## config.mk

```make
export PLATFORM = sky130hd
export DESIGN_NAME = pss_status
export DESIGN_NICKNAME = d
export VERILOG_FILES = /design/src/pss_pkg.sv /design/src/pss_status.sv
export VERILOG_INCLUDE_DIRS = /design/src
export SDC_FILE = /design/constraint.sdc
export NUM_CORES = 1
export LEC_CHECK = 0
export ABC_AREA = 1
export BUFFER_PORTS_ARGS = -buffer_cell sky130_fd_sc_hd__buf_2
export CAP_MARGIN = 20
export CORE_ASPECT_RATIO = 2
export CORE_MARGIN = 2
export CORE_UTILIZATION = 46
export DETAILED_ROUTE_END_ITERATION = 10
export GPL_TIMING_DRIVEN = 1
export PLACE_DENSITY = 0.89
export SLEW_MARGIN = 25
export SYNTH_ARGS = -nofsm -noshare
export SYNTH_HDL_FRONTEND = slang
export SYNTH_SLANG_ARGS = --single-unit
```

## constraint.sdc

```tcl
create_clock -name sys_clk_i -period 3.4 [get_ports sys_clk_i]
set_clock_uncertainty 0.2 [all_clocks]
set_input_delay 0.68 -clock sys_clk_i [delete_from_list [all_inputs] [get_ports sys_clk_i]]
set_output_delay 0.68 -clock sys_clk_i [all_outputs]
set_load 0.01 [all_outputs]
```

## src/pss_defines.svh

```systemverilog
// constants of the summary status block: indices, bit positions, resets
`ifndef PSS_DEFINES_SVH
`define PSS_DEFINES_SVH
// register indices; byte address is four times the index
`define PSS_IDX_SUMMARY 8'h10
`define PSS_IDX_IRQ_STS 8'h11
`define PSS_IDX_IRQ_MSK 8'h12
`define PSS_IDX_RXERR_CNT 8'h15
`define PSS_IDX_FCAR_CNT 8'h14
`define PSS_IDX_NEG_EXP 8'h06
`define PSS_IDX_BASIC_STS 8'h01
// summary bit positions
`define PSS_B_RSVD15 15
`define PSS_B_XOVER 14
`define PSS_B_RXERR 13
`define PSS_B_POL 12
`define PSS_B_FCAR 11
`define PSS_B_SIGDET 10
`define PSS_B_LOCK 9
`define PSS_B_PAGE 8
`define PSS_B_RSVD7 7
`define PSS_B_RFAULT 6
`define PSS_B_JABBER 5
`define PSS_B_ANDONE 4
`define PSS_B_LOOP 3
`define PSS_B_DUPLEX 2
`define PSS_B_SPEED10 1
`define PSS_B_LINK 0
// interrupt event bit positions
`define PSS_I_RXERR 0
`define PSS_I_FCAR 1
`define PSS_I_RFAULT 2
`define PSS_I_SIGLOSS 3
`define PSS_I_LOCKLOSS 4
`define PSS_I_PAGE 5
`define PSS_I_W 6
// reset values
`define PSS_RST_BIT 1'b0
`define PSS_RST_IRQ 6'h00
`define PSS_RST_WORD 16'h0000
`define PSS_RST_DATA 32'h0000_0000
`endif

```

## src/pss_pkg.sv

```systemverilog
// types shared by the summary status block
package pss_pkg;
   // live levels and one-cycle events from the rest of the transceiver
   typedef struct packed {
      logic xover_swapped; // automatic crossover currently swapped
      logic rx_err_ev; // receive error event pulse
      logic pol_inverted; // mirrored polarity flag of 10 Mb/s status
      logic fcar_ev; // false carrier event pulse
      logic sig_detect; // unconditional 100 Mb/s signal detect
      logic descr_lock; // 100 Mb/s descrambler lock
      logic page_rx; // mirrored page-received flag
      logic rfault_ev; // remote fault from negotiation, pulse
      logic jabber; // mirrored jabber detect flag
      logic an_done; // negotiation complete
      logic loopback; // loopback enabled
      logic full_duplex; // resolved duplex
      logic speed10; // resolved speed, 1 for 10 Mb/s
      logic link_ok; // mirrored link status
   } pss_src_t;
   // read strobes of the neighbouring source registers
   typedef struct packed {
      logic rxerr_cnt_rd; // receive error counter read
      logic fcar_cnt_rd; // false carrier counter read
      logic basic_sts_rd; // basic status register read
   } pss_rdclr_t;
   // crossover controls from the phy control register
   typedef struct packed {
      logic auto_enable; // crossover_auto_enable
      logic force_swap; // crossover_force
   } pss_xover_t;
endpackage

```

## src/pss_status.sv

```systemverilog
// apb slave holding the phy_status_summary word and its interrupt logic
//
// Behaviour
// - summary word at index 0x10, live state
// - bit 15 reads zero, writes ignored
// - bit 14 crossover state per enable, force
// - bit 13 latches receive error, counter read clears
// - bit 12 mirrors polarity, own read keeps
// - bit 11 latches false carrier, counter read clears
// - bit 10 signal detect, latch low
// - bit 9 descrambler lock, latch low
// - bit 8 mirrors page received flag
// - bit 7 reads zero, writes ignored
// - bit 6 remote fault, basic read clears
// - bit 5 mirrors jabber, own read keeps
// - bit 4 negotiation complete
// - bit 3 loopback enabled
// - bits 2,1 duplex and speed
// - bit 0 mirrors link status
`timescale 1ns/1ps
`include "pss_defines.svh"
module pss_status
   import pss_pkg::*;
(
   input wire logic sys_clk_i, // 250 MHz clock
   input wire logic nrst_i, // synchronous reset, active low
   input wire logic psel_i, // apb select
   input wire logic penable_i, // apb access phase
   input wire logic pwrite_i, // apb direction
   input wire logic [31:0] paddr_i, // apb byte address
   input wire logic [31:0] pwdata_i, // apb write data
   output logic [31:0] prdata_o, // apb read data
   output logic pready_o, // apb ready
   output logic pslverr_o, // apb error for unmapped
   input wire pss_src_t src_i, // live state and events
   input wire pss_rdclr_t rdclr_i, // source register reads
   input wire pss_xover_t xover_i, // crossover controls
   output logic irq_o // level interrupt
);

   // word index of an apb byte address; low two bits dropped
   function automatic logic [7:0] word_idx(input logic [31:0] a);
      word_idx = a[9:2];
   endfunction

   // true when an address is one of the mapped words
   function automatic logic mapped(input logic [31:0] a);
      mapped = (a[31:10] == 22'h000000) && (a[1:0] == 2'b00) &&
         (word_idx(a) == `PSS_IDX_SUMMARY ||
          word_idx(a) == `PSS_IDX_IRQ_STS ||
          word_idx(a) == `PSS_IDX_IRQ_MSK);
   endfunction

   logic setup_c; // first cycle of a transfer
   logic done_c; // completing access edge
   logic wr_c; // write completes this edge
   logic rd_sum_c; // summary read completes this edge
   logic wr_sts_c; // write to irq status completes
   logic wr_msk_c; // write to irq mask completes
   logic [7:0] idx_c; // decoded word index
   logic rxerr_q; // receive error latch
   logic fcar_q; // false carrier latch
   logic rfault_q; // remote fault latch
   logic sigdet_q; // latch-low signal detect
   logic lock_q; // latch-low descrambler lock
   logic page_prev_q; // page flag last cycle, for edge
   logic xover_q; // registered crossover state
   logic [15:0] sum_c; // assembled summary word
   logic [`PSS_I_W-1:0] ev_c; // interrupt events this cycle
   logic [`PSS_I_W-1:0] ists_q; // sticky interrupt status
   logic [`PSS_I_W-1:0] imsk_q; // interrupt mask
   logic [31:0] prdata_q; // read data register
   logic pready_q; // ready register
   logic pslverr_q; // error register
   logic irq_q; // interrupt register

   // bus phase decode
   always_comb
   begin
      idx_c = word_idx(paddr_i);
      setup_c = psel_i && !penable_i;
      done_c = psel_i && penable_i && pready_q;
      wr_c = done_c && pwrite_i && mapped(paddr_i);
      rd_sum_c = done_c && !pwrite_i && mapped(paddr_i) &&
         (idx_c == `PSS_IDX_SUMMARY);
      // writes to the summary index fall through with no effect
      wr_sts_c = wr_c && (idx_c == `PSS_IDX_IRQ_STS);
      wr_msk_c = wr_c && (idx_c == `PSS_IDX_IRQ_MSK);
   end

   // crossover state: force wins, else automatic when enabled
   always_ff @(posedge sys_clk_i)
   begin
      if (!nrst_i)
         xover_q <= `PSS_RST_BIT;
      else if (xover_i.force_swap)
         xover_q <= 1'b1;
      else if (xover_i.auto_enable)
         xover_q <= src_i.xover_swapped;
      else
         xover_q <= 1'b0;
   end

   // event latches: a new event wins over a clearing read
   always_ff @(posedge sys_clk_i)
   begin
      if (!nrst_i)
      begin
         rxerr_q <= `PSS_RST_BIT;
         fcar_q <= `PSS_RST_BIT;
         rfault_q <= `PSS_RST_BIT;
      end
      else
      begin
         rxerr_q <= src_i.rx_err_ev ||
            (rxerr_q && !rdclr_i.rxerr_cnt_rd);
         fcar_q <= src_i.fcar_ev ||
            (fcar_q && !rdclr_i.fcar_cnt_rd);
         rfault_q <= src_i.rfault_ev ||
            (rfault_q && !rdclr_i.basic_sts_rd);
      end
   end

   // latch-low bits: a loss holds zero until the summary is read
   always_ff @(posedge sys_clk_i)
   begin
      if (!nrst_i)
      begin
         sigdet_q <= `PSS_RST_BIT;
         lock_q <= `PSS_RST_BIT;
      end
      else
      begin
         // a current loss wins over the reload on read
         sigdet_q <= src_i.sig_detect && (sigdet_q || rd_sum_c);
         lock_q <= src_i.descr_lock && (lock_q || rd_sum_c);
      end
   end

   // assemble the summary word from latches and mirrors
   always_comb
   begin
      sum_c = `PSS_RST_WORD;
      sum_c[`PSS_B_RSVD15] = 1'b0;
      sum_c[`PSS_B_XOVER] = xover_q;
      sum_c[`PSS_B_RXERR] = rxerr_q;
      sum_c[`PSS_B_POL] = src_i.pol_inverted;
      sum_c[`PSS_B_FCAR] = fcar_q;
      sum_c[`PSS_B_SIGDET] = sigdet_q;
      sum_c[`PSS_B_LOCK] = lock_q;
      sum_c[`PSS_B_PAGE] = src_i.page_rx;
      sum_c[`PSS_B_RSVD7] = 1'b0;
      sum_c[`PSS_B_RFAULT] = rfault_q;
      sum_c[`PSS_B_JABBER] = src_i.jabber;
      sum_c[`PSS_B_ANDONE] = src_i.an_done;
      sum_c[`PSS_B_LOOP] = src_i.loopback;
      sum_c[`PSS_B_DUPLEX] = src_i.full_duplex;
      sum_c[`PSS_B_SPEED10] = src_i.speed10;
      sum_c[`PSS_B_LINK] = src_i.link_ok;
   end

   // page flag history, so only a new page raises an event
   always_ff @(posedge sys_clk_i)
   begin
      if (!nrst_i)
         page_prev_q <= `PSS_RST_BIT;
      else
         page_prev_q <= src_i.page_rx;
   end

   // interrupt events of the block
   always_comb
   begin
      ev_c = `PSS_RST_IRQ;
      ev_c[`PSS_I_RXERR] = src_i.rx_err_ev;
      ev_c[`PSS_I_FCAR] = src_i.fcar_ev;
      ev_c[`PSS_I_RFAULT] = src_i.rfault_ev;
      ev_c[`PSS_I_SIGLOSS] = sigdet_q && !src_i.sig_detect;
      ev_c[`PSS_I_LOCKLOSS] = lock_q && !src_i.descr_lock;
      ev_c[`PSS_I_PAGE] = src_i.page_rx && !page_prev_q;
   end

   // sticky status, write one to clear; a new event wins
   always_ff @(posedge sys_clk_i)
   begin
      if (!nrst_i)
         ists_q <= `PSS_RST_IRQ;
      else if (wr_sts_c)
         ists_q <= ev_c | (ists_q & ~pwdata_i[`PSS_I_W-1:0]);
      else
         ists_q <= ev_c | ists_q;
   end

   // interrupt mask, one enables the bit
   always_ff @(posedge sys_clk_i)
   begin
      if (!nrst_i)
         imsk_q <= `PSS_RST_IRQ;
      else if (wr_msk_c)
         imsk_q <= pwdata_i[`PSS_I_W-1:0];
   end

   // interrupt output, one cycle after the status bit
   always_ff @(posedge sys_clk_i)
   begin
      if (!nrst_i)
         irq_q <= 1'b0;
      else
         irq_q <= |(ists_q & imsk_q);
   end

   // apb answer: data and ready are prepared in the setup cycle
   always_ff @(posedge sys_clk_i)
   begin
      if (!nrst_i)
      begin
         prdata_q <= `PSS_RST_DATA;
         pready_q <= 1'b0;
         pslverr_q <= 1'b0;
      end
      else if (setup_c)
      begin
         pready_q <= 1'b1;
         pslverr_q <= !mapped(paddr_i);
         if (pwrite_i || !mapped(paddr_i))
            prdata_q <= `PSS_RST_DATA; // unmapped reads return zero
         else if (idx_c == `PSS_IDX_SUMMARY)
            prdata_q <= {16'h0000, sum_c};
         else if (idx_c == `PSS_IDX_IRQ_STS)
            prdata_q <= {26'h0000000, ists_q};
         else
            prdata_q <= {26'h0000000, imsk_q};
      end
      else
      begin
         // ready drops after the access phase
         pready_q <= 1'b0;
         pslverr_q <= 1'b0;
      end
   end

   assign prdata_o = prdata_q;
   assign pready_o = pready_q;
   assign pslverr_o = pslverr_q;
   assign irq_o = irq_q;
endmodule

```

-- Word-level counts from Yosys, hierarchy flattened
Index checks and enable logic that the tools add are counted.
- equality and inequality tests: 3
- mux-type cells: 7
- bitwise gates (word level): 5
- reduce and logical (&&, ||, !) cells: 41
- operator list (operator ; number):
    $mux 15 ; 2
    $eq 8x5->1 const B ; 3
    $logic_not 22->1 ; 1
    $logic_and 1x1->1 ; 20
    $and 6x6->6 ; 2
    $mux 6 ; 2
    $or 6x6->6 ; 2
    $logic_not 1->1 ; 9
    $logic_or 1x1->1 ; 8
    $not 6->6 ; 1
    $reduce_or 6->1 ; 1
    $mux 1 ; 3
    $logic_not 2->1 ; 1
    $reduce_and 2->1 ; 1
- register bits after elaboration: 54
- input bits: 88
- word-level logic and storage cells: 69

-- Logic depth before layout (Yosys ltp)
- word-level depth: 8
- gate-level depth with buffers: 10

-- Worst setup path after synthesis
Ideal clock, no wire load.
- path type: input -> register
- start point: input paddr_i[8]
- end point: register imsk_q[0]
- setup time: 113 ps
- arrival: 1651 ps
- required time: 3087 ps
- setup slack: 1436 ps
- stages: 9
- path buffers: 1
- path through: inv_1 > nand2_4 > nor2_8 > o211ai_4 > nor2_8 > nand4_4 > buf_6 > nor2_1 > nor2_1
- cells in the longest elaborated chain, start to end: 6
- elaborated cells on any way between the ends: 8
- ends and longest elaborated chain (element ; line ; text):
    from (decl) ; pss_status.sv:30 ; input wire logic [31:0] paddr_i,
    $eq 8x5->1 (no line) ; n/a ;
    $logic_or 1x1->1 (no line) (2 in series) ; n/a ;
    $logic_and 1x1->1 ; pss_status.sv:48 ; mapped = (a[31:10] == 22'h000000) && (a[1:0] == 2'b00) &&
    $logic_and 1x1->1 ; pss_status.sv:83 ; wr_c = done_c && pwrite_i && mapped(paddr_i);
    $logic_and 1x1->1 * ; pss_status.sv:88 ; wr_msk_c = wr_c && (idx_c == `PSS_IDX_IRQ_MSK);
    to (signal assigned) ; pss_status.sv:198 ; imsk_q <= `PSS_RST_IRQ;
    to (signal assigned) ; pss_status.sv:200 ; imsk_q <= pwdata_i[`PSS_I_W-1:0];
    to (decl) ; pss_status.sv:71 ; logic [`PSS_I_W-1:0] imsk_q;
Mark *: on every way between the ends. The rest lies on a longest branch, timed or not.
A chain may end at the register's enable or synchronous reset.

-- Final worst setup path
- start point: input paddr_i[7]
- end point: register prdata_q[3] (netlist: prdata_o[3])
- cells in the longest elaborated chain, start to end: 7
- elaborated cells on any way between the ends: 11
- ends and longest elaborated chain (element ; line ; text):
    $eq 8x5->1 (no line) ; n/a ;
    $logic_or 1x1->1 (no line) (2 in series) ; n/a ;
    $logic_and 1x1->1 ; pss_status.sv:48 ;
    $logic_not 1->1 ; pss_status.sv:225 ; if (pwrite_i || !mapped(paddr_i))
    $logic_or 1x1->1 ; pss_status.sv:225 ;
    $mux 15 * ; pss_status.sv:225 ;
    to (signal assigned) ; pss_status.sv:226 ; prdata_q <= `PSS_RST_DATA;
    to (signal assigned) ; pss_status.sv:228 ; prdata_q <= {16'h0000, sum_c};
    to (signal assigned) ; pss_status.sv:230 ; prdata_q <= {26'h0000000, ists_q};
    to (decl) ; pss_status.sv:72 ; logic [31:0] prdata_q;
Marked as above.

==> qor.csv <==
metric,value,unit
max-slew violations,0,
CP Data Arrival Time,2.06,ns
PortBufs,78,
Critical Path Fanout Max,13,
Worst VDD drop,360,uV
final period utilization,60.0,%
Total GRT Usage,21.0,%
min-delay src,page_prev_q$_SDFF_PN0_,
critical path type,in -> reg,
Worst EP required,3.42,ns
# hold bufs at CTS,0,
total vias in the final route,2033,
Setup TNS Final,0,ns
initial antenna violation count,0,
share of flip-flops with an asynchronous set or reset,0,%
hpwl dp,3770,microns
Fillers,397,
# rows,33,
CTS resizes,0,
area of the multi-input gates,990,sq um
CP Capture Type,register,
P&R area growth vs syn,22.8,%
Least-Margin Pin Slew,0.572,ns
most instantiated cells after synthesis,"60 x nand2_1, 55 x nor2_1, 36 x dfxtp_1",
switching share of total power,23.6,%
CTS buffer count,5,
Final Hold Viols,0,
"Clk Latency, worst-skew pair",0.29,ns
reg2reg start,pready_o$_SDFF_PN0_,
PD cells,373,nW/um^2
sequential share of power,48.3,%
Bufs on Longest Clock Path,2,
"FF+latch count, synth",36,
Critical R2R Capture,imsk_q[0]$_SDFFE_PN0P_,
drt drc,0,
Non-Filler Instances,415,
Synth cell types,27,
Synth area leaders,"dfxtp_1 37%, nand2_1 11%, nor2_1 11%",
Comb pwr share,10.5,%
final design utilization,58.9,%
IO Count,123,
Synth Flop Type,dfxtp_1,
layout cells sized above 1,27.8,%
Placed Cells incl. Taps,407,
largest net degree at the start of global routing,26,
Lkg Pwr,0.00126,uW
global-route wire length before repair,7670,microns
status,finished clean,
Mapped Cells,285,
width of the die,50.2,microns
Antenna Nets Post-Route,0,
register area,721,sq um
Hold Path Depth,1,
"area leader, netlist",dfxtp_1,
clock transition at the registers of the reported paths,0.08,ns
H-tree Lvls,2,
vias in the first global route,1900,
fin crit period,2.04,ns
Final GP Congestion,0.825,
vias per cell,4.90,
drt first pass iters,4,
"Avg Cell Area, Syn",6.88,sq um
core area,4090,sq um
Sw Pwr,212,uW
# diodes,0,
setup bufs post-CTS,0,
Iter 0 DRT Violations,39,
TritonCTS clock tree,yes,
root buf cell,clkbuf_8,
Pint,686,uW
RSZ-0062 raised after global routing,no,
Max Cap Viol,0,
Max Fclk,490,MHz
Tot Pwr,898,uW
YS warnings,0,
starting density of the core,48.0,%
number of clock sinks,36,
"count leader, synth",nand2_1,
dpl cell area,2300,sq um
Congestion Overflow GR,0,
CP Launch Type,primary input,
Detailed Route WL,4860,microns
FF-to-FF setup slack,1.65,ns
die area,4830,sq um
mapped cell area,1960,sq um
"EDFF count, synth",0,
Yosys top cell area share,36.8,%
Wirelength per Cell,11.7,microns
Hold Crit Class,reg -> reg,
worst-case reg-to-reg path depth,5,
sequential-to-total area share from yosys stat,36.8,%
Final Cell Area,2410,sq um
Worst Hold End,ists_q[5]$_SDFF_PN0_,
height of the die,96.3,microns
headroom to the max-slew limit,61.8,%
Final #Nets,450,
endpoints failing setup,0,
Clk pwr share,41.2,%
routing by layer:
| layer | part of all wire, % | vias to the layer above | track usage [%] |
|---|---|---|---|
| met2 | 55 | 112 | 41.3 |
| met5 | 0 | - | 0 |
| met3 | 7.8 | 18 | 4.50 |
| met4 | 4.4 | 0 | 12.7 |
| met1 | 33 | 887 | 18.6 |
| li1 | - | 1016 | - |
critical path: stages:
cell	delay (ns)
buf_2	0.10
inv_2	0.04
nand2_2	0.07
nor2_8	0.21
o211ai_4	0.15
nor3_4	0.48
nand3_1	0.16
a21oi_1	0.16
through the flow:
stage | hold slack [ns] | setup WS, ns
5_1_grt | 0.251 | 1.24
6_report | 0.234 | 1.36
3_3_place_gp | 0.213 | 1.12
2_1_floorplan | 0.208 | 1.44
4_1_cts | 0.235 | 1.34
3_5_place_dp | 0.226 | 1.05
layout make-up:
class                      instances  area share (%)
clock buffer                       6            3.01
inverter                          32            4.99
clock inverter                     2            1.45
timing repair buffer              80            16.8
sequential                        36            29.9
multi-input combinational        207            41.1
tap                               52            2.70
cell usage in the layout, fill, tap and decap left out, types with 4 or more instances in the layout:
cell type / netlist / final
nand3b_1: 4 / 4
dfxtp_1: 36 / 36
clkbuf_8: 1 / 5
nand2_1: 60 / 60
buf_2: 0 / 78
nor2_1: 55 / 55
inv_1: 30 / 30
nand4_1: 6 / 6
conb_1: 1 / 18
a21oi_1: 28 / 28
nand3_1: 19 / 19
cell families after synthesis:
| logic type | Yosys count | synth area share, % |
|---|---|---|
| simple gates | 157 | 37.7 |
| buf+inv | 59 | 16.0 |
| flops | 36 | 36.8 |
| compound gates | 32 | 9.32 |
| other cells | 1 | 0.191 |
power by group through the flow:
| stage | Sequential [uW] | Clock [uW] | Combinational [uW] |
|---|---|---|---|
| 5_1_grt | 434 | 397 | 106 |
| 2_1_floorplan | 443 | 0 | 62.8 |
| 4_1_cts | 433 | 373 | 94.5 |
| 6_report | 434 | 370 | 94.3 |
| 3_5_place_dp | 443 | 0 | 94.1 |
| 3_3_place_gp | 443 | 0 | 92.0 |
state kept, by name, indices dropped and copies added, names as in the netlist:
name	cells
xover_q	1
fcar_q	1
prdata_o	14
rfault_q	1
page_prev_q	1
rxerr_q	1
lock_q	1
pslverr_o	1
pready_o	1
ists_q	6
imsk_q	6
irq_o	1
sigdet_q	1
how the worst max path moves through the flow:
| stage | from | to | cells past startpoint |
|---|---|---|---|
| after global placement | paddr_i[7] | prdata_o[11]$_SDFFE_PN0P_ | 8 |
| final | paddr_i[7] | prdata_o[3]$_SDFFE_PN0P_ | 8 |
| after floorplan | paddr_i[8] | imsk_q[0]$_SDFFE_PN0P_ | 9 |
| after global routing | paddr_i[7] | prdata_o[14]$_SDFFE_PN0P_ | 8 |
| after CTS | paddr_i[7] | prdata_o[11]$_SDFFE_PN0P_ | 8 |
| after detailed placement | paddr_i[7] | prdata_o[11]$_SDFFE_PN0P_ | 8 |
Power figures use the tool's default switching activity.
